File: src/rtl/bmc_consts.svh
`ifndef BMC_CONSTS_SVH
`define BMC_CONSTS_SVH

// Clock rate, used to turn printed times into cycle counts.
`define BMC_CLK_KHZ 40000
`define BMC_CLK_PERIOD_NS 25

// Number of buck regulators handled by the block.
`define BMC_NUM_BUCK 3
`define BMC_SYNC_BITS 12

// Overcurrent persistence time before the fault pulse.
`define BMC_OC_TIME_MS 8
`define BMC_OC_PERSIST_CYC (`BMC_OC_TIME_MS * `BMC_CLK_KHZ)

// Settling delay after regulation is reached during soft-start.
`define BMC_SS_SETTLE_MS 3
`define BMC_SS_SETTLE_CYC (`BMC_SS_SETTLE_MS * `BMC_CLK_KHZ)

// Duration of the PFM and APS phases of soft-start.
`define BMC_SS_PHASE_NS 100000
`define BMC_SS_PHASE_CYC (`BMC_SS_PHASE_NS / `BMC_CLK_PERIOD_NS)

// Long-press time of the power button in switch mode.
`define BMC_LONG_PRESS_S 4
`define BMC_LONG_PRESS_CYC (`BMC_LONG_PRESS_S * 1000 * `BMC_CLK_KHZ)

// Spacing between start-up sequence slots.
`define BMC_SEQ_SLOT_NS 100000
`define BMC_SEQ_SLOT_CYC (`BMC_SEQ_SLOT_NS / `BMC_CLK_PERIOD_NS)

// Set-point ramp: one code step per interval.
`define BMC_DVS_STEP_NS 4000
`define BMC_DVS_STEP_CYC (`BMC_DVS_STEP_NS / `BMC_CLK_PERIOD_NS)

// Mode field codes.
`define BMC_MF_OFF_OFF 4'h0
`define BMC_MF_PWM_OFF 4'h1
`define BMC_MF_PFM_OFF 4'h3
`define BMC_MF_APS_OFF 4'h4
`define BMC_MF_PWM_PWM 4'h5
`define BMC_MF_PWM_APS 4'h6
`define BMC_MF_APS_APS 4'h8
`define BMC_MF_APS_PFM 4'hc
`define BMC_MF_PWM_PFM 4'hd

`endif

File: src/rtl/bmc_pkg.sv
package bmc_pkg;

  // Power state machine states, one-hot.
  typedef enum logic [4:0] {
    BMC_PS_OFF   = 5'h01,
    BMC_PS_COIN  = 5'h02,
    BMC_PS_SLEEP = 5'h04,
    BMC_PS_STBY  = 5'h08,
    BMC_PS_ON    = 5'h10
  } bmc_pwr_e;

  // Switching mode selected for a regulator.
  typedef enum logic [1:0] {
    BMC_SEL_OFF = 2'h0,
    BMC_SEL_PWM = 2'h1,
    BMC_SEL_PFM = 2'h2,
    BMC_SEL_APS = 2'h3
  } bmc_sel_e;

  // Switching operation actually driven to the power stage.
  typedef enum logic [1:0] {
    BMC_OP_NONE = 2'h0,
    BMC_OP_PFM  = 2'h1,
    BMC_OP_SKIP = 2'h2,
    BMC_OP_PWM  = 2'h3
  } bmc_op_e;

  // Per-regulator start-up states, one-hot.
  typedef enum logic [6:0] {
    BMC_SS_IDLE   = 7'h01,
    BMC_SS_WAIT   = 7'h02,
    BMC_SS_PFM    = 7'h04,
    BMC_SS_APS    = 7'h08,
    BMC_SS_PWM    = 7'h10,
    BMC_SS_SETTLE = 7'h20,
    BMC_SS_RUN    = 7'h40
  } bmc_ss_e;

endpackage

File: src/rtl/bmc_pwr_button.sv
`timescale 1ns/10ps
`include "bmc_consts.svh"

module bmc_pwr_button #(
  parameter int unsigned LONG_PRESS_CYC = `BMC_LONG_PRESS_CYC
) (
  // Clock and reset.
  input wire logic mclk_i,
  input wire logic rst_i,
  // Synchronised button level and its configuration.
  input wire logic button_i,
  input wire logic power_button_input_type_i,
  input wire logic long_press_off_enable_i,
  // Decoded events.
  output logic turn_on_o,
  output logic turn_off_o,
  output logic long_off_o
);

  logic button_q;
  logic [31:0] low_cnt;
  logic long_held;

  ////////////////////////////////////////////////////////////////////////////
  // Count how long the switch is held low; saturating keeps the flag level.
  always_ff @(posedge mclk_i or posedge rst_i) begin
    if (rst_i) begin
      button_q <= 1'b0;
      low_cnt <= 32'h0;
    end else begin
      button_q <= button_i;
      if (button_i || !power_button_input_type_i) begin
        low_cnt <= 32'h0;
      end else if (low_cnt <= LONG_PRESS_CYC) begin
        low_cnt <= low_cnt + 32'h1;
      end
    end
  end

  assign long_held = (low_cnt > LONG_PRESS_CYC);

  ////////////////////////////////////////////////////////////////////////////
  // Active-high input turns on while high; a switch turns on at its press.
  always_ff @(posedge mclk_i or posedge rst_i) begin
    if (rst_i) begin
      turn_on_o <= 1'b0;
      turn_off_o <= 1'b0;
      long_off_o <= 1'b0;
    end else begin
      turn_on_o <= power_button_input_type_i ? (button_q && !button_i) : button_i;
      long_off_o <= long_held && long_press_off_enable_i;
      turn_off_o <= power_button_input_type_i ?
                    (long_held && long_press_off_enable_i) : !button_i;
    end
  end
endmodule // bmc_pwr_button

File: src/rtl/bmc_buck_chan.sv
`timescale 1ns/10ps
`include "bmc_consts.svh"

module bmc_buck_chan import bmc_pkg::*; #(
  parameter int unsigned START_DELAY_CYC = 0,
  parameter int unsigned OC_PERSIST_CYC = `BMC_OC_PERSIST_CYC,
  parameter int unsigned SS_SETTLE_CYC = `BMC_SS_SETTLE_CYC
) (
  // Clock and reset.
  input wire logic mclk_i,
  input wire logic rst_i,
  // Selected mode and analog indications (already synchronised).
  input wire bmc_sel_e sel_mode_i,
  input wire logic in_regulation_i,
  input wire logic load_heavy_i,
  input wire logic current_limit_i,
  // Power stage controls.
  output logic enable_o,
  output logic discharge_o,
  output bmc_op_e op_mode_o,
  output logic fault_o
);

  bmc_ss_e ss;
  bmc_ss_e next_ss;
  bmc_op_e next_op;
  logic [31:0] tmr;
  logic [31:0] oc_cnt;

  ////////////////////////////////////////////////////////////////////////////
  // Start-up sequencing; a running regulator leaves RUN only when selected Off.
  always_comb begin
    next_ss = ss;
    case (ss)
      BMC_SS_IDLE: if (sel_mode_i != BMC_SEL_OFF) next_ss = BMC_SS_WAIT;
      BMC_SS_WAIT: if (tmr >= START_DELAY_CYC) next_ss = BMC_SS_PFM;
      BMC_SS_PFM: if (tmr >= `BMC_SS_PHASE_CYC) next_ss = BMC_SS_APS;
      BMC_SS_APS: if (tmr >= `BMC_SS_PHASE_CYC) next_ss = BMC_SS_PWM;
      BMC_SS_PWM: if (in_regulation_i) next_ss = BMC_SS_SETTLE;
      BMC_SS_SETTLE: if (tmr >= SS_SETTLE_CYC) next_ss = BMC_SS_RUN;
      BMC_SS_RUN: next_ss = BMC_SS_RUN;
      default: next_ss = BMC_SS_IDLE;
    endcase
    if (sel_mode_i == BMC_SEL_OFF) next_ss = BMC_SS_IDLE;
  end

  // Operation follows the state; only RUN honours the selected mode.
  always_comb begin
    case (next_ss)
      BMC_SS_PFM: next_op = BMC_OP_PFM;
      BMC_SS_APS: next_op = load_heavy_i ? BMC_OP_PWM : BMC_OP_SKIP;
      BMC_SS_PWM, BMC_SS_SETTLE: next_op = BMC_OP_PWM;
      BMC_SS_RUN: begin
        case (sel_mode_i)
          BMC_SEL_PWM: next_op = BMC_OP_PWM;
          BMC_SEL_PFM: next_op = BMC_OP_PFM;
          BMC_SEL_APS: next_op = load_heavy_i ? BMC_OP_PWM : BMC_OP_SKIP;
          default: next_op = BMC_OP_NONE;
        endcase
      end
      default: next_op = BMC_OP_NONE;
    endcase
  end

  ////////////////////////////////////////////////////////////////////////////
  // State, phase timer and registered stage controls.
  always_ff @(posedge mclk_i or posedge rst_i) begin
    if (rst_i) begin
      ss <= BMC_SS_IDLE;
      tmr <= 32'h0;
      enable_o <= 1'b0;
      discharge_o <= 1'b1;
      op_mode_o <= BMC_OP_NONE;
    end else begin
      ss <= next_ss;
      tmr <= (next_ss != ss) ? 32'h0 : tmr + 32'h1;
      enable_o <= (next_ss != BMC_SS_IDLE) && (next_ss != BMC_SS_WAIT);
      discharge_o <= (next_ss == BMC_SS_IDLE);
      op_mode_o <= next_op;
    end
  end

  ////////////////////////////////////////////////////////////////////////////
  // Persistence timer: any gap in the limit restarts it, so only a
  // continuous overcurrent faults; the pulse fires once per episode.
  always_ff @(posedge mclk_i or posedge rst_i) begin
    if (rst_i) begin
      oc_cnt <= 32'h0;
      fault_o <= 1'b0;
    end else begin
      if (!current_limit_i) begin
        oc_cnt <= 32'h0;
      end else if (oc_cnt <= OC_PERSIST_CYC) begin
        oc_cnt <= oc_cnt + 32'h1;
      end
      fault_o <= current_limit_i && (oc_cnt == OC_PERSIST_CYC);
    end
  end
endmodule // bmc_buck_chan

File: src/rtl/bmc_buck_mode_ctrl.sv
// Contract
// - Undervoltage sends the state machine to Coin Cell.
// - Overcurrent lasting over 8 ms raises fault.
// - Mode changes on writes, standby, sleep, load.
// - Off mode disables regulator and discharges output.
// - PWM or PFM selection holds regardless of load.
// - APS switches skip/PWM from load indication.
// - Soft-start steps PFM, APS, then PWM.
// - After regulation, wait 3 ms, apply mode.
// - Decode codes 0,1,3,4 for Normal/Standby.
// - Decode codes 5,6,8,c,d; others reserved.
// - Standby uses standby set point and column.
// - Leaving standby restores normal mode and set point.
// - Set-point changes ramp at the DVS step rate.
// - Normal and standby set points share coding.
// - Turn-off: keep-on regulators sleep, others off.
// - Sleeping regulators use sleep set point, PFM.
// - Turn-on event moves Sleep to ON.
// - Kept-on regulators continue without restart on wake.
// - Others restart at their sequence slot.
// - Sleep set point: core 6-bit, others 7-bit.
// - Turn-off: active-high low, or long press.
// - Standby set point: core 6-bit, others 7-bit.
`timescale 1ns/10ps
`include "bmc_consts.svh"

module bmc_buck_mode_ctrl import bmc_pkg::*; #(
  parameter int unsigned LONG_PRESS_CYC = `BMC_LONG_PRESS_CYC,
  parameter int unsigned OC_PERSIST_CYC = `BMC_OC_PERSIST_CYC,
  parameter int unsigned SS_SETTLE_CYC = `BMC_SS_SETTLE_CYC,
  parameter int unsigned SEQ_SLOT_CYC = `BMC_SEQ_SLOT_CYC
) (
  // Clock and reset.
  input wire logic mclk_i,
  input wire logic rst_i,
  // Pins from outside the clock domain.
  input wire logic input_undervoltage_detect_i,
  input wire logic power_button_input_i,
  input wire logic standby_i,
  input wire logic [2:0] current_limit_i,
  input wire logic [2:0] in_regulation_i,
  input wire logic [2:0] load_heavy_i,
  // Configuration bits.
  input wire logic power_button_input_type_i,
  input wire logic long_press_off_enable_i,
  input wire logic [11:0] buck_switching_mode_field_i,
  input wire logic [2:0] sleep_keep_on_bit_i,
  // Core buck pair set points.
  input wire logic [5:0] core_buck_normal_setpoint_i,
  input wire logic [5:0] core_buck_standby_setpoint_i,
  input wire logic [5:0] core_buck_sleep_setpoint_i,
  // Second buck [6:0] and third buck pair [13:7] set points.
  input wire logic [13:0] buck_normal_setpoint_i,
  input wire logic [13:0] buck_standby_setpoint_i,
  input wire logic [13:0] buck_sleep_setpoint_i,
  // State and regulator controls.
  output logic [4:0] power_state_o,
  output logic [2:0] reg_enable_o,
  output logic [2:0] discharge_o,
  output logic [5:0] switch_op_o,
  output logic [2:0] fault_o,
  output logic [5:0] core_buck_target_o,
  output logic [6:0] second_buck_target_o,
  output logic [6:0] third_buck_target_o
);

  logic [11:0] sync_raw;
  logic [11:0] sync1;
  logic [11:0] sync2;
  logic uv_s;
  logic button_s;
  logic stby_s;
  logic turn_on;
  logic turn_off;
  logic long_off;
  bmc_pwr_e pwr_state;
  bmc_pwr_e next_pwr_state;
  bmc_sel_e sel_mode [3];
  logic [6:0] desired_sp [3];
  logic [6:0] cur_sp [3];
  logic [7:0] dvs_cnt [3];

  ////////////////////////////////////////////////////////////////////////////
  // Decode of the mode field; reserved codes fall to Off/Off so that no
  // undefined switching mode can ever reach the stage.
  function automatic bmc_sel_e bmc_decode(input logic [3:0] field, input logic stby);
    bmc_sel_e norm;
    bmc_sel_e sb;
    norm = BMC_SEL_OFF;
    sb = BMC_SEL_OFF;
    case (field)
      `BMC_MF_OFF_OFF: norm = BMC_SEL_OFF;
      `BMC_MF_PWM_OFF: norm = BMC_SEL_PWM;
      `BMC_MF_PFM_OFF: norm = BMC_SEL_PFM;
      `BMC_MF_APS_OFF: norm = BMC_SEL_APS;
      `BMC_MF_PWM_PWM: begin
        norm = BMC_SEL_PWM;
        sb = BMC_SEL_PWM;
      end
      `BMC_MF_PWM_APS: begin
        norm = BMC_SEL_PWM;
        sb = BMC_SEL_APS;
      end
      `BMC_MF_APS_APS: begin
        norm = BMC_SEL_APS;
        sb = BMC_SEL_APS;
      end
      `BMC_MF_APS_PFM: begin
        norm = BMC_SEL_APS;
        sb = BMC_SEL_PFM;
      end
      `BMC_MF_PWM_PFM: begin
        norm = BMC_SEL_PWM;
        sb = BMC_SEL_PFM;
      end
      default: begin
        norm = BMC_SEL_OFF;
        sb = BMC_SEL_OFF;
      end
    endcase
    return stby ? sb : norm;
  endfunction

  ////////////////////////////////////////////////////////////////////////////
  // Two-flop synchronisers for every asynchronous pin.
  assign sync_raw = {load_heavy_i, in_regulation_i, current_limit_i,
                     standby_i, power_button_input_i, input_undervoltage_detect_i};

  genvar g;
  generate
    for (g = 0; g < `BMC_SYNC_BITS; g++) begin : g_sync
      always_ff @(posedge mclk_i or posedge rst_i) begin
        if (rst_i) begin
          sync1[g] <= 1'b0;
          sync2[g] <= 1'b0;
        end else begin
          sync1[g] <= sync_raw[g];
          sync2[g] <= sync1[g];
        end
      end
    end
  endgenerate

  assign uv_s = sync2[0];
  assign button_s = sync2[1];
  assign stby_s = sync2[2];

  // Power button event decoding.
  bmc_pwr_button #(
    .LONG_PRESS_CYC(LONG_PRESS_CYC)
  ) u_button (
    .mclk_i(mclk_i),
    .rst_i(rst_i),
    .button_i(button_s),
    .power_button_input_type_i(power_button_input_type_i),
    .long_press_off_enable_i(long_press_off_enable_i),
    .turn_on_o(turn_on),
    .turn_off_o(turn_off),
    .long_off_o(long_off)
  );

  ////////////////////////////////////////////////////////////////////////////
  // Power state machine; undervoltage overrides every other transition.
  always_comb begin
    next_pwr_state = pwr_state;
    case (pwr_state)
      BMC_PS_OFF: if (turn_on) next_pwr_state = BMC_PS_ON;
      BMC_PS_COIN: if (!uv_s) next_pwr_state = BMC_PS_OFF;
      BMC_PS_SLEEP: begin
        if (long_off) begin
          next_pwr_state = BMC_PS_OFF;
        end else if (turn_on) begin
          next_pwr_state = BMC_PS_ON;
        end
      end
      BMC_PS_STBY: begin
        if (turn_off) begin
          next_pwr_state = (|sleep_keep_on_bit_i) ? BMC_PS_SLEEP : BMC_PS_OFF;
        end else if (!stby_s) begin
          next_pwr_state = BMC_PS_ON;
        end
      end
      BMC_PS_ON: begin
        if (turn_off) begin
          next_pwr_state = (|sleep_keep_on_bit_i) ? BMC_PS_SLEEP : BMC_PS_OFF;
        end else if (stby_s) begin
          next_pwr_state = BMC_PS_STBY;
        end
      end
      default: next_pwr_state = BMC_PS_OFF;
    endcase
    if (uv_s) next_pwr_state = BMC_PS_COIN;
  end

  always_ff @(posedge mclk_i or posedge rst_i) begin
    if (rst_i) begin
      pwr_state <= BMC_PS_OFF;
    end else begin
      pwr_state <= next_pwr_state;
    end
  end

  assign power_state_o = pwr_state;

  ////////////////////////////////////////////////////////////////////////////
  // Per-regulator mode selection, set-point choice, ramp and channel.
  generate
    for (g = 0; g < `BMC_NUM_BUCK; g++) begin : g_buck
      logic [6:0] norm_sp;
      logic [6:0] stby_sp;
      logic [6:0] sleep_sp;
      bmc_op_e op;

      // The core pair codes are narrower and sit in the low bits.
      if (g == 0) begin : g_core
        assign norm_sp = {1'b0, core_buck_normal_setpoint_i};
        assign stby_sp = {1'b0, core_buck_standby_setpoint_i};
        assign sleep_sp = {1'b0, core_buck_sleep_setpoint_i};
      end else begin : g_wide
        assign norm_sp = buck_normal_setpoint_i[7*g-1 -: 7];
        assign stby_sp = buck_standby_setpoint_i[7*g-1 -: 7];
        assign sleep_sp = buck_sleep_setpoint_i[7*g-1 -: 7];
      end

      // Mode and target for the current power state.
      always_comb begin
        case (pwr_state)
          BMC_PS_ON: begin
            sel_mode[g] = bmc_decode(buck_switching_mode_field_i[4*g+3 -: 4], 1'b0);
            desired_sp[g] = norm_sp;
          end
          BMC_PS_STBY: begin
            sel_mode[g] = bmc_decode(buck_switching_mode_field_i[4*g+3 -: 4], 1'b1);
            desired_sp[g] = stby_sp;
          end
          BMC_PS_SLEEP: begin
            sel_mode[g] = sleep_keep_on_bit_i[g] ? BMC_SEL_PFM : BMC_SEL_OFF;
            desired_sp[g] = sleep_sp;
          end
          default: begin
            sel_mode[g] = BMC_SEL_OFF;
            desired_sp[g] = norm_sp;
          end
        endcase
      end

      // A disabled regulator snaps to its target so that start-up begins at
      // the right code; a running one moves one code per step interval.
      always_ff @(posedge mclk_i or posedge rst_i) begin
        if (rst_i) begin
          cur_sp[g] <= 7'h0;
          dvs_cnt[g] <= 8'h0;
        end else if (!reg_enable_o[g]) begin
          cur_sp[g] <= desired_sp[g];
          dvs_cnt[g] <= 8'h0;
        end else if (cur_sp[g] == desired_sp[g]) begin
          dvs_cnt[g] <= 8'h0;
        end else if (dvs_cnt[g] == 8'(`BMC_DVS_STEP_CYC - 1)) begin
          dvs_cnt[g] <= 8'h0;
          cur_sp[g] <= (cur_sp[g] < desired_sp[g]) ? cur_sp[g] + 7'h1
                                                   : cur_sp[g] - 7'h1;
        end else begin
          dvs_cnt[g] <= dvs_cnt[g] + 8'h1;
        end
      end

      bmc_buck_chan #(
        .START_DELAY_CYC(g * SEQ_SLOT_CYC),
        .OC_PERSIST_CYC(OC_PERSIST_CYC),
        .SS_SETTLE_CYC(SS_SETTLE_CYC)
      ) u_chan (
        .mclk_i(mclk_i),
        .rst_i(rst_i),
        .sel_mode_i(sel_mode[g]),
        .in_regulation_i(sync2[6+g]),
        .load_heavy_i(sync2[9+g]),
        .current_limit_i(sync2[3+g]),
        .enable_o(reg_enable_o[g]),
        .discharge_o(discharge_o[g]),
        .op_mode_o(op),
        .fault_o(fault_o[g])
      );

      assign switch_op_o[2*g+1 -: 2] = op;

    end
  endgenerate

  assign core_buck_target_o = cur_sp[0][5:0];
  assign second_buck_target_o = cur_sp[1];
  assign third_buck_target_o = cur_sp[2];
endmodule // bmc_buck_mode_ctrl

File: config.mk
export PLATFORM = sky130hd
export DESIGN_NAME = bmc_buck_mode_ctrl
export DESIGN_NICKNAME = d
export VERILOG_FILES = /design/src/rtl/bmc_pkg.sv /design/src/rtl/bmc_pwr_button.sv /design/src/rtl/bmc_buck_chan.sv /design/src/rtl/bmc_buck_mode_ctrl.sv
export VERILOG_INCLUDE_DIRS = /design/src /design/src/rtl
export SDC_FILE = /design/constraint.sdc
export NUM_CORES = 1
export LEC_CHECK = 0
export BUFFER_PORTS_ARGS = -buffer_cell sky130_fd_sc_hd__buf_2
export CAP_MARGIN = 5
export CORE_MARGIN = 2
export CORE_UTILIZATION = 40
export CTS_CLUSTER_DIAMETER = 100
export DETAILED_ROUTE_END_ITERATION = 12
export PLACE_DENSITY = 0.57
export SLEW_MARGIN = 20
export SYNTH_ARGS = -nofsm -noshare
export SYNTH_HDL_FRONTEND = slang
export SYNTH_HIERARCHICAL = 1
export SYNTH_SLANG_ARGS = --single-unit
File: constraint.sdc
create_clock -name mclk_i -period 5.3 [get_ports mclk_i]
set_input_delay 0.53 -clock mclk_i [delete_from_list [all_inputs] [get_ports mclk_i]]
set_output_delay 0.53 -clock mclk_i [all_outputs]
set_load 0.01 [all_outputs]
# Word level (Yosys, flattened, before mapping)
# Index checks and enable logic that the tools add are counted.
[word_totals]
word_cells = 323
reg_bits = 338
in_bits = 91
out_inout_bits = 40
[classes]
n_eq_ne = 105
n_reduce_logical = 38
mux = 91
n_lt_le_gt_ge = 16
addsub = 16
[op_table]
columns = ["cell", "n"]
rows = [
  ["two-way mux 32 bit", 11],
  ["two-way mux 7 bit", 33],
  ["adder 32 x 1 -> 32 bit (second input constant)", 7],
  ["case mux 7 bit (7 select lines)", 3],
  ["equality test 32 x 19 -> 1 bit (second input constant)", 3],
  [">= comparator 32 x 12 -> 1 bit (second input constant)", 3],
  [">= comparator 32 x 17 -> 1 bit (second input constant)", 3],
  ["less-or-equal comparator 32 x 19 -> 1 bit (second input constant)", 3],
  ["two-way mux 8 bit", 9],
  ["case mux 2 bit (3 select lines)", 12],
  ["equality test 7 x 1 -> 1 bit (second input constant)", 6],
  ["equality test 7 x 3 -> 1 bit (second input constant)", 6],
  ["equality test 7 x 4 -> 1 bit (second input constant)", 6],
  ["equality test 7 x 5 -> 1 bit (second input constant)", 6],
  ["equality test 7 x 6 -> 1 bit (second input constant)", 6],
  ["equality test 7 bit (second input constant)", 6],
  ["equality test 4 x 3 -> 1 bit (second input constant)", 9],
  ["equality test 4 bit (second input constant)", 9],
  ["two-way mux 5 bit", 7],
  [">= comparator 32 x 1 -> 1 bit (second input constant)", 1],
  [">= comparator 32 x 13 -> 1 bit (second input constant)", 1],
  ["> comparator 32 x 28 -> 1 bit (second input constant)", 1],
  ["less-or-equal comparator 32 x 28 -> 1 bit (second input constant)", 1],
  ["case mux 7 bit (2 select lines)", 2],
  ["other kinds (36)", 112],
]

# Depth between registers and ports, before layout
# Gate-level depths: netlist (run 1).
[logic_depth]
depth_word = 11
mapped_depth = 19
ltp_nobuf = 17

# Modules after synthesis
# Netlist (run 1), hierarchy kept.
[modules_own_cells]
columns = ["mod", "cells_each", "seq_area_each_um2", "area_each_um2", "instances"]
rows = [
  ["bmc_buck_mode_ctrl", 513, 1853.0, 4838.4, 1],
  ["bmc_buck_chan (g_buck[1].u_chan)", 428, 1904.3, 4280.4, 1],
  ["bmc_buck_chan (g_buck[0].u_chan)", 413, 1904.3, 4185.3, 1],
  ["bmc_buck_chan (g_buck[2].u_chan)", 406, 1904.3, 3946.3, 1],
  ["bmc_pwr_button", 212, 900.9, 1913.1, 1],
]

# Worst setup path after synthesis (run 1)
# OpenSTA, ideal clock, no wires.
[synth_timing]
path_kind = "reg-to-reg"
start = "reg pwr_state[1] (netlist: power_state_o[1])"
end = "reg cur_sp (netlist bit second_buck_target_o[6])"
setup_ns = 0.104
setup_slack_ns = 1.075
required_time_ns = 5.196
stages_incl_launch_ff = 18
arrival_time_ns = 4.121
synth_period_minus_slack_ns = 4.225
cell_sequence = "dfrtp_1 -> or3_1 -> buf_6 -> nor2_8 -> nor2_1 -> buf_2 -> a21oi_1 -> ha_1 -> a211oi_1 -> nor2_1 -> or3_1 -> fa_1 -> a211oi_1 -> o21bai_1 -> a21oi_1 -> xnor2_1 -> mux2_2 -> a221oi_1"
[synth_between]
elab_chain_len = 7
[synth_rtl]
columns = ["item", "line", "rtl"]
rows = [
  ["start: declaration", "bmc_buck_mode_ctrl.sv:76", "bmc_pwr_e pwr_state;"],
  ["start signal: assignment", "bmc_buck_mode_ctrl.sv:199", "pwr_state <= next_pwr_state;"],
  ["equality test 5 x 3 -> 1 bit or equality test 5 x 4 -> 1 bit (tied branches)", "bmc_buck_mode_ctrl.sv:227", "case (pwr_state)"],
  ["case mux 7 bit (2 select lines) (*)", "bmc_buck_mode_ctrl.sv:227", ""],
  ["less-than comparator 7 bit", "bmc_buck_mode_ctrl.sv:260", "cur_sp[g] <= (cur_sp[g] < desired_sp[g]) ? cur_sp[g] + 7'h1"],
  ["two-way mux 7 bit", "bmc_buck_mode_ctrl.sv:260", ""],
  ["two-way mux 7 bit", "bmc_buck_mode_ctrl.sv:258", "end else if (dvs_cnt[g] == 8'(`BMC_DVS_STEP_CYC - 1)) begin"],
  ["two-way mux 7 bit", "bmc_buck_mode_ctrl.sv:256", "end else if (cur_sp[g] == desired_sp[g]) begin"],
  ["two-way mux 7 bit", "bmc_buck_mode_ctrl.sv:253", "end else if (!reg_enable_o[g]) begin"],
  ["end signal: indexed assignment", "bmc_buck_mode_ctrl.sv:254", "cur_sp[g] <= desired_sp[g];"],
  ["end signal: indexed assignment", "bmc_buck_mode_ctrl.sv:260", ""],
  ["end: declaration", "bmc_buck_mode_ctrl.sv:80", "logic [6:0] cur_sp [3];"],
]
# Mark *: on every way between the ends. The rest lies on a longest branch, timed or not. The select of a mux whose other input is x is not followed.
# A chain may end at the register's enable or synchronous reset.

# Worst setup path in the final report (run 1)
[layout_timing]
start = "reg pwr_state[0] (netlist: power_state_o[0])"
end = "reg cur_sp (netlist bit second_buck_target_o[6])"
# The elaborated chain is that of the path after synthesis.

==> summary.md, run 1 <==
The remaining max-slew budget at the tightest pin was 0.2787. Across the VDD grid, the largest voltage drop is 0.1793 mV. The portion of the clock cycle consumed by the worst path in the final layout is 0.9006, and the data required time of the worst path is 5.74 ns. Total power divided by cell area: 290.9 nW/um^2. The tools report the clock root buffer as sky130_fd_sc_hd__clkbuf_16. The portion of total power attributed to combinational logic was 0.089; the detail-routed net length per standard cell was 16.81 um.

The fraction of power consumed by sequential logic came out at 0.453. The floorplan has 80 rows. 131 I/O pins were placed. From bottom edge to top edge, the die measures 222.9 um. The logs give 0 for the count of final setup violators and 1.565 mW for the power dissipated by switching net loads.

Setup repair after global routing left no endpoint under its margin. The weighted congestion reported at the end of routability-driven placement is 0.8901, and the sequential area share after synthesis is 0.4418. Number of violations reported at the end of detailed-routing iteration 0: 980.

Largest fanout of any net on the critical path: 15. Dividing the detail-routed via count by the number of cells gives 5.580. For the number of endpoints with negative hold slack in the final report, the log shows 0. The clock tree synthesis step divided the H-tree into 2 levels.

Clock tree synthesis inserted a total of 41 buffers. The most common cell after layout, fill and taps aside was sky130_fd_sc_hd__dfrtp_1. The setup clock skew after layout is 0.02182 ns, and the starting utilization of the core area is 0.4031. The detailed-route wire length came out at 45.53 mm.

Global routing finished with a remaining overflow of 0. The category of the worst setup path capture point was a register. The number of antenna diodes in the final layout is 0. The logs give 3 for the number of buffers on the longest clock path and 0 for the remaining number of nets flagged by the antenna check after routing. The run gives 338 as the clock sink count. Cell internal power was estimated by the tool at 4.702 mW.

The max-capacitance violation count was 0; the setup TNS after final layout was 0 ns. The die covers 49680 um^2. Counting distinct cell types in the post-synthesis netlist gives 103. The initial antenna violation count is 5, and the synthesized cell area is 19160 um^2. The share of flip-flops with an asynchronous set or reset after synthesis is 1.000. The number of nets in the synthesized netlist is 2118. Yosys mapped a number of flops with a built-in enable equal to 0. The run gives 2208 as the count of nets after finishing. In the layout the commonest cells are sky130_fd_sc_hd__dfrtp_1, sky130_fd_sc_hd__nor2_1, sky130_fd_sc_hd__buf_2. The clock share of power was 0.458. The count of state elements after synthesis was 338. The worst setup path is launched from a register.

The cell count after synthesis came out at 1972. The share of cells above drive strength 1 is 0.1585, and the via count of the first global-routing pass is 14955. The total core area was 47550 um^2. For this run, the leading register cell type out of synthesis is sky130_fd_sc_hd__dfrtp_1. For the pin with the worst max-slew slack, the measured transition is 1.082 ns. The logs give 0 for the number of max-slew violations in the final report and 5.22 ns for the arrival time reported for the critical path endpoint. For the remaining routing DRC violations, the log shows 0.

The flow ran to the end, and the final reports show no timing, DRC or antenna violations. The average cell area after synthesis is 9.718 um^2. Before antenna repair, the detailed router went through 5 iterations.

The die outline width came out at 222.9 um. Latest clock arrival within the worst-skew pair: 0.56 ns. Critical path class: register to register.

Relative to the synthesized area, the layout overhead comes to 12.43%. The classification of the worst-slack hold path was primary input to register. The count of buffers from port buffering was 130; the pin count of the biggest net entering global routing was 77. TritonCTS built the clock tree. The post-CTS setup buffer count is 0.

Detailed placement ended at an HPWL of 31.59 mm. The global-route wire length before repair is 76.60 mm. The final route contains 15116 vias. The tools report the final non-filler cell total as 2709. The final period demand of the worst path was 4.773 ns; the total of warnings raised by yosys was 6. The global-route usage over all layers is 0.1859, and the switching part of the total is 0.2497. Based on the critical path, the design can be clocked at up to 209.5 MHz. After clock tree synthesis, the clock-pin slew on the worst setup and hold paths is 0.06 ns. For this design the static power due to leakage is 9.373 nW. For the number of placed instances with taps included, the log shows 2632.
## synth_stat cells (16+ instances only)
cell type	count	area (um^2)
sky130_fd_sc_hd__and3_1	28	175.2
sky130_fd_sc_hd__inv_1	74	277.8
sky130_fd_sc_hd__a22o_1	17	148.9
sky130_fd_sc_hd__buf_4	23	172.7
sky130_fd_sc_hd__nand2_1	121	454.2
sky130_fd_sc_hd__nor4_1	41	256.5
sky130_fd_sc_hd__dfrtp_1	331	8283
sky130_fd_sc_hd__and4_1	18	157.7
sky130_fd_sc_hd__nand2b_1	21	131.4
sky130_fd_sc_hd__ha_1	52	650.6
sky130_fd_sc_hd__xnor2_1	79	691.9
sky130_fd_sc_hd__nand4_1	47	294.0
sky130_fd_sc_hd__mux2i_1	25	250.2
sky130_fd_sc_hd__nor2_1	139	521.8
sky130_fd_sc_hd__and2_1	58	362.9
sky130_fd_sc_hd__o21ai_0	73	365.4
sky130_fd_sc_hd__nor3_1	77	385.4
sky130_fd_sc_hd__nor2b_1	18	112.6
sky130_fd_sc_hd__nor3_2	59	590.6
sky130_fd_sc_hd__a21oi_1	94	470.5
sky130_fd_sc_hd__clkbuf_1	46	172.7
sky130_fd_sc_hd__buf_2	16	80.08
sky130_fd_sc_hd__nand3_1	103	515.5
sky130_fd_sc_hd__xor2_1	70	613.1
sky130_fd_sc_hd__or4_1	22	165.2
sky130_fd_sc_hd__a211oi_1	20	150.1
sky130_fd_sc_hd__or3_1	32	200.2
## cell families (layout without fill, tap and decap cells)
kind of cell    count (synthesis)  in the layout  synth area share
fa+ha+maj                      55             55           0.03709
simple gates                  860            860            0.2617
compound gates                368            368            0.1314
flops                         338            338            0.4418
mux                            28             28           0.01482
xor+xnor                      149            149           0.06810
buf+inv                       174            296           0.04512
## stage by stage
| step | power, mW | utilization | setup slack (ns) | hold slack (ns) | area (um^2) |
|---|---|---|---|---|---|
| finish | 6.267 | 0.4532 | 0.5267 | 0.07430 | 21550 |
| global route | 6.567 | 0.4532 | 0.2782 | 0.05227 | 21550 |
| CTS | 6.360 | 0.4525 | 0.2035 | 0.04481 | 21510 |
| detailed placement | 3.442 | 0.4232 | 0.2295 | 0.3358 | 20120 |
| global placement | 3.423 | 0.4232 | 0.3670 | 0.3333 | 20120 |
| floorplan | 3.278 | - | 1.075 | 0.3312 | 19160 |
## critical path: stages (launching register included)
cell and delay, ns:
sky130_fd_sc_hd__dfstp_2 0.61, sky130_fd_sc_hd__or3_1 0.34, sky130_fd_sc_hd__nor2_8 0.07, sky130_fd_sc_hd__nor2_2 0.52, sky130_fd_sc_hd__a21oi_1 0.25, sky130_fd_sc_hd__ha_1 0.35, sky130_fd_sc_hd__a211oi_1 0.24, sky130_fd_sc_hd__nor2_1 0.08
sky130_fd_sc_hd__or3_1 0.46, sky130_fd_sc_hd__fa_1 0.47, sky130_fd_sc_hd__a211oi_1 0.29, sky130_fd_sc_hd__o21bai_1 0.12, sky130_fd_sc_hd__a21oi_1 0.18, sky130_fd_sc_hd__xnor2_1 0.14, sky130_fd_sc_hd__mux2_2 0.35, sky130_fd_sc_hd__a221oi_1 0.20
## per-layer routing
metal	part of all wire	wire length, um	track usage	vias up
li1	-	-	-	7329
met1	0.47	21580	0.2592	7394
met2	0.46	20880	0.2954	320
met3	0.047	2134	0.03464	65
met4	0.019	881	0.05369	8
met5	0.0011	48	0	-
## path summary, 6_finish.rpt
check	cells past startpoint	from	slack, ns	endpoint
max in group asynchronous	4	rst_i	3.47	g_buck[1].u_chan/ss[0]
worst max-delay path	15	power_state_o[0]	0.53	second_buck_target_o[6]
worst min-delay path	1	input_undervoltage_detect_i	0.07	sync1[0]
worst min register to register	0	sync1[10]	0.35	sync2[10]
min in group asynchronous	3	rst_i	0.53	sync1[1]
worst max register to register	15	power_state_o[0]	0.53	second_buck_target_o[6]
## power by group through the flow
stage / sequential (mW) / combinational, mW / clock (mW)
2_1_floorplan: 2.82 / 0.454 / 0
3_3_place_gp: 2.88 / 0.544 / 0
3_5_place_dp: 2.88 / 0.558 / 0
4_1_cts: 2.84 / 0.565 / 2.96
5_1_grt: 2.86 / 0.642 / 3.06
6_report: 2.84 / 0.557 / 2.87
## layout make-up
class,instances,area [um^2]
Clock buffer,66,1252
Sequential cell,338,8468
Timing Repair Buffer,146,793.3
Fill cell,4526,26000
Multi-Input combinational cell,1460,9847
Inverter,75,284.0
Tap cell,615,769.5
Clock inverter,9,131.4
## timing repair
action                                 CTS  global route
hold buffers                             1             0
resized for setup                        0             1
endpoints found under the hold margin   11             0
setup endpoints to repair                0             2
## sequential cells by signal, summed over array words and instances (netlist names), 3 cells and up
name                       count
second_buck_target_o           7
g_buck.u_chan/enable_o         3
g_buck.u_chan/op_mode_o        6
g_buck.u_chan/tmr             96
g_buck.u_chan/oc_cnt          96
g_buck.u_chan/discharge_o      3
sync1                         12
power_state_o                  5
core_buck_target_o             6
third_buck_target_o            7
sync2                          9
dvs_cnt                       24
g_buck.u_chan/ss              21
g_buck.u_chan/fault_o          3
u_button/low_cnt              32
(Power assumes the default switching activity.)
==> run 2: changes to the inputs <==
--- a/config.mk
+++ b/config.mk
@@ -13,7 +13,6 @@
 export CTS_CLUSTER_DIAMETER = 100
 export DETAILED_ROUTE_END_ITERATION = 12
 export PLACE_DENSITY = 0.57
-export SLEW_MARGIN = 20
 export SYNTH_ARGS = -nofsm -noshare
 export SYNTH_HDL_FRONTEND = slang
 export SYNTH_HIERARCHICAL = 1
==> constraint.sdc (replaced) <==
create_clock -name mclk_i -period 4.6 [get_ports mclk_i]
set_input_delay 0.46 -clock mclk_i [delete_from_list [all_inputs] [get_ports mclk_i]]
set_output_delay 0.46 -clock mclk_i [all_outputs]
set_load 0.01 [all_outputs]
==> run 2 against run 1 <==
Compared with the run above: critical path type unchanged; largest power group unchanged; cell area is 0.88% higher; power up 17%; critical path depth up 1; largest cell class unchanged; clock skew down 0.0080 ns; setup slack worse by 0.29 ns; sequential power increased by 15%; combinational power rose by 17%.
==> summary.md, run 2 (same netlist as run 1, synthesis figures left out) <==
The flow ran to the end, and the final reports show no timing, DRC or antenna violations. The run gives 229.4 MHz as the maximum clock rate. In this run the critical register-to-register path is launched from power_state_o[3].

Kind of launch point of the worst setup path: a register. For the number of endpoints with negative hold slack in the final report, the log shows 0. Clock-pin slew was measured on the worst setup and hold paths at 0.06 ns. Using the TritonRoute via totals, the vias-per-cell ratio works out to 5.613.

The area enclosed by the die boundary was 49680 um^2. The logs give 0 ns for the setup TNS after final layout and 2 for the total number of H-tree levels. In this run the most critical hold path is launched from input_undervoltage_detect_i. The remaining max-slew budget at the tightest pin is 0.3202, and the peak per-stage delay on the critical path is 0.46 ns. The clock share of power was 0.467; the placement row count was 80. At the pin with the least slew margin, the transition time is 1.020 ns. The via count of the routed design came out at 15302.

The library cell contributing the largest single delay on the critical path was sky130_fd_sc_hd__fa_1. The switching part of the total was 0.2459. The number of buffers on the longest clock path was 3. Setup violations remaining at the end of the flow were counted as 0. For the leakage power, the log shows 9.486 nW.

The later pin in the worst-skew pair is clocked with a latency of 0.55 ns. The footprint of the flip-flops and latches is 8467 um^2, and the number of violations reported at the end of detailed-routing iteration 0 is 1292. Post-synthesis to final-layout area growth: 13.42%.

The share of cells above drive strength 1 works out to 0.1660. For this run the aggregate overflow at the end of global routing stands at 0. The number of max-slew violations in the final report came out at 0.

The kind of cell with the highest combined delay on the critical path is compound AO/OA/AOI/OAI gates. In the final layout, the multi-input gates occupy 9863 um^2. For the total clock buffers created by CTS, the log shows 41. In the routed design, unresolved DRC markers number 0. The largest fanout of any net on the critical path was 15; the die outline width was 222.9 um. Routability-driven placement finished with a final weighted congestion of 0.8966.

The tools report the initial antenna violation count as 7. The min-delay analysis places its worst path in the category primary input to register. The chip height came out at 222.9 um. STA puts the critical path data required time at 5.05 ns.

Pin placement for this block handled 131 I/O pins. The portion of the clock cycle consumed by the worst path in the final layout works out to 0.9475. Hold is met by 0.03968 ns. The wire-length estimate of the detail-placed layout is 31.86 mm. The largest registers in the layout are g_buck.u_chan/oc_cnt (96), g_buck.u_chan/tmr (96), u_button/low_cnt (32).

In the layout the commonest cells are sky130_fd_sc_hd__dfrtp_1, sky130_fd_sc_hd__nor2_1, sky130_fd_sc_hd__buf_2. Entering global routing, the biggest net connects 49 pins. The starting utilization of the core area came out at 0.4031.

The fraction of power consumed by sequential logic is 0.445. The global-route usage over all layers is 0.1851, and the total power divided by cell area is 337.9 nW/um^2. The design internal power came out at 5.538 mW. Leaving out fill and tap cells, the most frequent cell in the layout is sky130_fd_sc_hd__dfrtp_1.

The count of buffers added on input and output ports is 130. TritonCTS built the clock tree. The run gives 0.2905 mV as the worst-case vdd ir drop.

The run gives 5 as the number of detailed-route iterations in the first pass. The tools report the launch point of the worst path as power_state_o[3]. For the portion of total power attributed to combinational logic, the log shows 0.089. Setup repair after global routing could not meet its margin everywhere. The category of the worst setup path capture point was a register.

For this run, the post-layout net count is 2222. The final period demand of the worst path came out at 4.359 ns. The first global-routing pass estimated 76.65 mm of wire. Buffer and inverter count on the worst path: 1.

The worst setup path is of the register to register kind. The critical path goes through or3b_1 -> nor3_4 -> nor2_1 -> buf_4 -> a21oi_1 -> ha_1 -> a21oi_1 -> a21oi_1 -> or3_4 -> fa_1 -> a211oi_2 -> o21bai_1 -> a21oi_1 -> xnor2_1 -> mux2_2 -> a221oi_1. The logs give 47550 um^2 for the total core area and 20210 um^2 for the placed instance area.

The most numerous cell on the critical path is sky130_fd_sc_hd__a21oi_1. After detailed routing, the average wire length per cell comes to 16.71 um. On the final layout, the worst clock skew is 0.01385 ns. The tools report the clock root buffer as sky130_fd_sc_hd__clkbuf_16.

The power dissipated by switching net loads was 1.806 mW. The end-of-flow core utilization was 0.4572. The arrival time reported for the critical path endpoint is 4.80 ns, and the layout filler cell count is 4482. Via count of the first global-routing pass: 14815.

Summing all non-filler instances in the final layout gives an area of 21740 um^2. Across the run, the number of max-cap violations was 0. The final layout contains routed wiring with a total length of 45.55 mm. The remaining number of nets flagged by the antenna check after routing is 0. The tools report the clock sink count as 338.
==> run 2: changes by cell type in the layout (fill, tap and decap cells not counted), sizes merged <==
cell	before	now
buf	145	154
clkbuf	66	57
clkinv	4	12
dlygate4sd3	1	6
bufinv	3	6
clkinvlp	3	1
diode	0	2
inv	74	75
==> run 2: cell type report <==
| type | instances | share of cell area |
|---|---|---|
| multi-input cells | 1460 | 0.4538 |
| flip-flops and latches | 338 | 0.3895 |
| clock buffers | 57 | 0.05469 |
| repair buffers | 160 | 0.04156 |
| well taps | 615 | 0.03540 |
| inverters | 75 | 0.01307 |
| clock inverters | 19 | 0.01174 |
| diodes | 2 | 0.0002303 |
==> run 2: routing by layer <==
metal | vias to the layer above | global-route usage | part of all wire
li1 | 7384 | - | -
met1 | 7466 | 0.2613 | 0.47
met2 | 366 | 0.2884 | 0.45
met3 | 80 | 0.03411 | 0.051
met4 | 6 | 0.05867 | 0.025
met5 | - | 0 | 0.00081
==> run 2: worst paths after layout <==
check | endpoint | slack, ns | depth (start not counted)
max reg2reg | second_buck_target_o[6] | 0.24 | 16
min in group asynchronous | u_button/low_cnt[24] | 0.12 | 3
max in group asynchronous | g_buck[0].u_chan/ss[0] | 3.36 | 3
min reg2reg | sync2[3] | 0.34 | 0
max | second_buck_target_o[6] | 0.24 | 16
min | sync1[0] | 0.04 | 1
==> run 2: power by group through the flow <==
stage	registers (mW)	clock network, mW	logic, mW
floorplan	3.25	0	0.523
global placement	3.31	0	0.633
detailed placement	3.32	0	0.646
CTS	3.27	3.54	0.656
global route	3.29	3.66	0.740
finish	3.27	3.43	0.650
==> run 2: per-stage QoR <==
step                instances  total power [mW]  setup slack, ns
finish                   2726             7.344           0.2414
global route             2725             7.693         -0.06428
CTS                      2724             7.461           0.1015
detailed placement       2642             3.965           0.1335
global placement         2642             3.948           0.2241
floorplan                1972             3.777           0.3753
==> run 2: worst register-to-register path, cell delays in order (launching register included) <==
cell and delay, ns:
sky130_fd_sc_hd__dfrtp_1 0.44, sky130_fd_sc_hd__or3b_1 0.45, sky130_fd_sc_hd__nor3_4 0.18, sky130_fd_sc_hd__nor2_1 0.09, sky130_fd_sc_hd__buf_4 0.20, sky130_fd_sc_hd__a21oi_1 0.24, sky130_fd_sc_hd__ha_1 0.29, sky130_fd_sc_hd__a21oi_1 0.14
sky130_fd_sc_hd__a21oi_1 0.08, sky130_fd_sc_hd__or3_4 0.43, sky130_fd_sc_hd__fa_1 0.46, sky130_fd_sc_hd__a211oi_2 0.25, sky130_fd_sc_hd__o21bai_1 0.11, sky130_fd_sc_hd__a21oi_1 0.19, sky130_fd_sc_hd__xnor2_1 0.15, sky130_fd_sc_hd__mux2_2 0.35
sky130_fd_sc_hd__a221oi_1 0.21
==> run 2: timing repair <==
item / in CTS / in global routing
hold buffers: 6 / 0
buffers inserted: 0 / 0
endpoints found under the hold margin: 6 / 0
resized for setup: 0 / 4
endpoints found under the setup margin: 0 / 2
==> run 3: changes to the inputs <==
--- a/config.mk
+++ b/config.mk
@@ -8,7 +8,7 @@
 export LEC_CHECK = 0
 export BUFFER_PORTS_ARGS = -buffer_cell sky130_fd_sc_hd__buf_2
 export CAP_MARGIN = 5
-export CORE_MARGIN = 2
+export CORE_MARGIN = 4
 export CORE_UTILIZATION = 40
 export CTS_CLUSTER_DIAMETER = 100
 export DETAILED_ROUTE_END_ITERATION = 12
==> run 3 against run 2 <==
Compared with the run above: register-to-register slack gained 0.10 ns; via count shrank 0.59%; cell count shrank 0.11%; clock power shrank 5%; die area grew 3.6%; global-route usage shrank 0.90 points; sequential share of layout area is essentially flat; setup slack gained 0.10 ns; power shrank 2.0%; clock-buffer cell count grew 6; critical path depth grew 1; sequential power is essentially flat; largest cell class unchanged; highest routed layer unchanged.
==> summary.md, run 3 (same netlist as run 1, synthesis figures left out) <==
The flow ran to the end, and the final reports show no timing, DRC or antenna violations. Dividing total power by cell area gives a power density of 330.9 nW/um^2. Total core area: 46950 um^2.

Setup clock skew after layout: 0.01758 ns. The die outline width was 226.9 um. STA classifies the critical path startpoint as a register. The smallest clock period supported by the final layout is computed as 4.257 ns.

The tools report the remaining routing DRC violations as 0. Leaving out fill and tap cells, the most frequent cell in the layout is sky130_fd_sc_hd__dfrtp_1. The run gives 0 as the number of max-slew violations in the final report.

The power after layout is 7.196 mW, and the final worst hold slack is 0.01992 ns. Leaving out fill and tap cells, the most frequent cells in the layout are sky130_fd_sc_hd__dfrtp_1, sky130_fd_sc_hd__nor2_1, sky130_fd_sc_hd__buf_2. Wire length on met3: 2.441 mm.

The tree is rooted in a sky130_fd_sc_hd__clkbuf_16. Summed over all layers, the routed wires come to 45.79 mm. The tools report the launch point of the worst path as power_state_o[3]. At the end of routability-driven placement, the weighted congestion stood at 0.8589.

The setup path with the least slack is of type register to register. The largest fanout of any net on the critical path came out at 20. The tools report the count of final setup violators as 0. Entering global routing, the biggest net connects 49 pins. In the detailed route, the total length drawn on met2 is 20.64 mm. The run gives 0 as the max-capacitance violation count. TritonCTS built the clock tree. TritonCTS created 41 clock buffers. Clock-pin slew was measured on the worst setup and hold paths at 0.06 ns.

The first global-routing pass estimated 75.32 mm of wire. From bottom edge to top edge, the die measures 226.9 um. For the starting utilization of the core area, the log shows 0.4082.

The share of cells above drive strength 1 was 0.1678. Once detail routing completed, the nets flagged for antenna violations numbered 0. The clock sink count was 338; the transition at the pin with the smallest max-transition slack was 1.173 ns.

Once placement finished, the instance area stood at 20250 um^2. The portion of the clock cycle consumed by the worst path in the final layout works out to 0.9255. In this run the critical register-to-register path is launched from power_state_o[3].

0 antenna diodes ended up in the layout. After detailed routing, no signal wire sits above met5. The floorplan step defined a die boundary enclosing 51470 um^2. For this design the top-level I/O count stands at 131.

STA puts the critical path data required time at 5.06 ns. The end-of-flow core utilization is 0.4631. Fill cells in the final layout number 4434. After floorplanning, the core was divided into 79 placement rows.

In the final routed layout, each cell accounts on average for 16.82 um. For the arrival time reported for the critical path endpoint, the log shows 4.71 ns. The count of buffers from port buffering works out to 130. The area growth from synthesis to layout is 13.46%. Once placement completed, the tool counted placed cells totaling 2639. The H-tree was split into 2 levels. The largest registers in the layout are g_buck.u_chan/oc_cnt (96), g_buck.u_chan/tmr (96), u_button/low_cnt (32). The worst-case vdd ir drop is 0.2782 mV.

The global-route usage over all layers was 0.1761; the via density per instance was 5.586. The worst hold path belongs to the class primary input to async pin. The detailed router finished its first iteration with 1189 violations. The run gives 0 as the number of endpoints with negative hold slack in the final report. The clock passes through at most 3 buffers.

Summed over all layers, the global routing overflow is 0. Based on the critical path, the design can be clocked at up to 234.9 MHz. The final non-filler cell total was 2723; the wire length on met1 was 21.65 mm. The leakage power is 9.503 nW. The via count of the first global-routing pass came out at 14785. For this block, the via count after detailed routing is 15211. Category of the worst setup path capture point: a register. The logs give 2229 for the count of nets after finishing and 21740 um^2 for the finished layout cell area. The run gives 5 as the initial antenna violation count. The logs give 0.2105 for the remaining max-slew budget at the tightest pin and 5 for the number of detailed-route iterations in the first pass. The half-perimeter wire length after detailed placement was 32.24 mm; the latest clock arrival within the worst-skew pair was 0.55 ns.
==> run 3: final cells by class <==
cell class                      count  area [um^2]  share of cell area
Clock buffer                       63         1231             0.05662
Clock inverter                     13        147.6            0.006790
Inverter                           75        285.3             0.01312
Multi-Input combinational cell   1460         9871              0.4540
Sequential cell                   338         8467              0.3894
Tap cell                          607        759.5             0.03493
Timing Repair Buffer              167        982.2             0.04517
==> run 3: what timing repair did <==
action | 4_1_cts | 5_1_grt
hold buffers | 6 | 0
hold endpoints to repair | 6 | 0
setup endpoints to repair | 0 | 3
gates resized for setup | 0 | 8
buffers inserted | 0 | 1
==> run 3: worst paths after layout <==
kind	to	slack (ns)	cells past startpoint
setup / recovery	second_buck_target_o[6]	0.34	17
hold / removal	g_buck[0].u_chan/ss[1]	0.02	2
setup reg to reg	second_buck_target_o[6]	0.34	17
hold reg to reg	sync2[10]	0.34	0
max in group asynchronous	g_buck[1].u_chan/tmr[3]	3.38	3
min in group mclk_i	sync1[9]	0.04	1
==> run 3: report_power, final <==
group	internal (mW)	total [mW]	leakage, nW	switching, mW
registers	3.10	3.27	4.54	0.169
clock network	2.01	3.27	0.684	1.26
logic	0.294	0.652	4.28	0.358
==> run 3: critical path, cell delays in order, from the launching register on <==
cell	delay, ns
sky130_fd_sc_hd__dfrtp_1	0.37
sky130_fd_sc_hd__or3b_1	0.44
sky130_fd_sc_hd__nor3_4	0.24
sky130_fd_sc_hd__buf_12	0.14
sky130_fd_sc_hd__nor2_1	0.06
sky130_fd_sc_hd__buf_12	0.16
sky130_fd_sc_hd__a21oi_1	0.20
sky130_fd_sc_hd__ha_1	0.29
sky130_fd_sc_hd__a21oi_1	0.13
sky130_fd_sc_hd__a21oi_1	0.08
sky130_fd_sc_hd__or3_4	0.43
sky130_fd_sc_hd__ha_1	0.36
sky130_fd_sc_hd__a211oi_2	0.29
sky130_fd_sc_hd__o21bai_1	0.11
sky130_fd_sc_hd__a21oi_1	0.18
sky130_fd_sc_hd__xnor2_1	0.14
sky130_fd_sc_hd__mux2_2	0.34
sky130_fd_sc_hd__a221oi_1	0.19
==> run 3: through the flow <==
| step | setup WS [ns] | TNS [ns] |
|---|---|---|
| floorplan | 0.3753 | 0 |
| global placement | 0.1779 | 0 |
| detailed placement | 0.1292 | 0 |
| CTS | 0.09889 | 0 |
| global route | -0.03834 | -0.03834 |
| finish | 0.3428 | 0 |
==> run 3: routing by layer <==
metal / vias to the layer above / GRT usage
li1: 7377 / -
met1: 7440 / 0.2444
met2: 300 / 0.2815
met3: 86 / 0.03793
met4: 8 / 0.04635
met5: - / 0
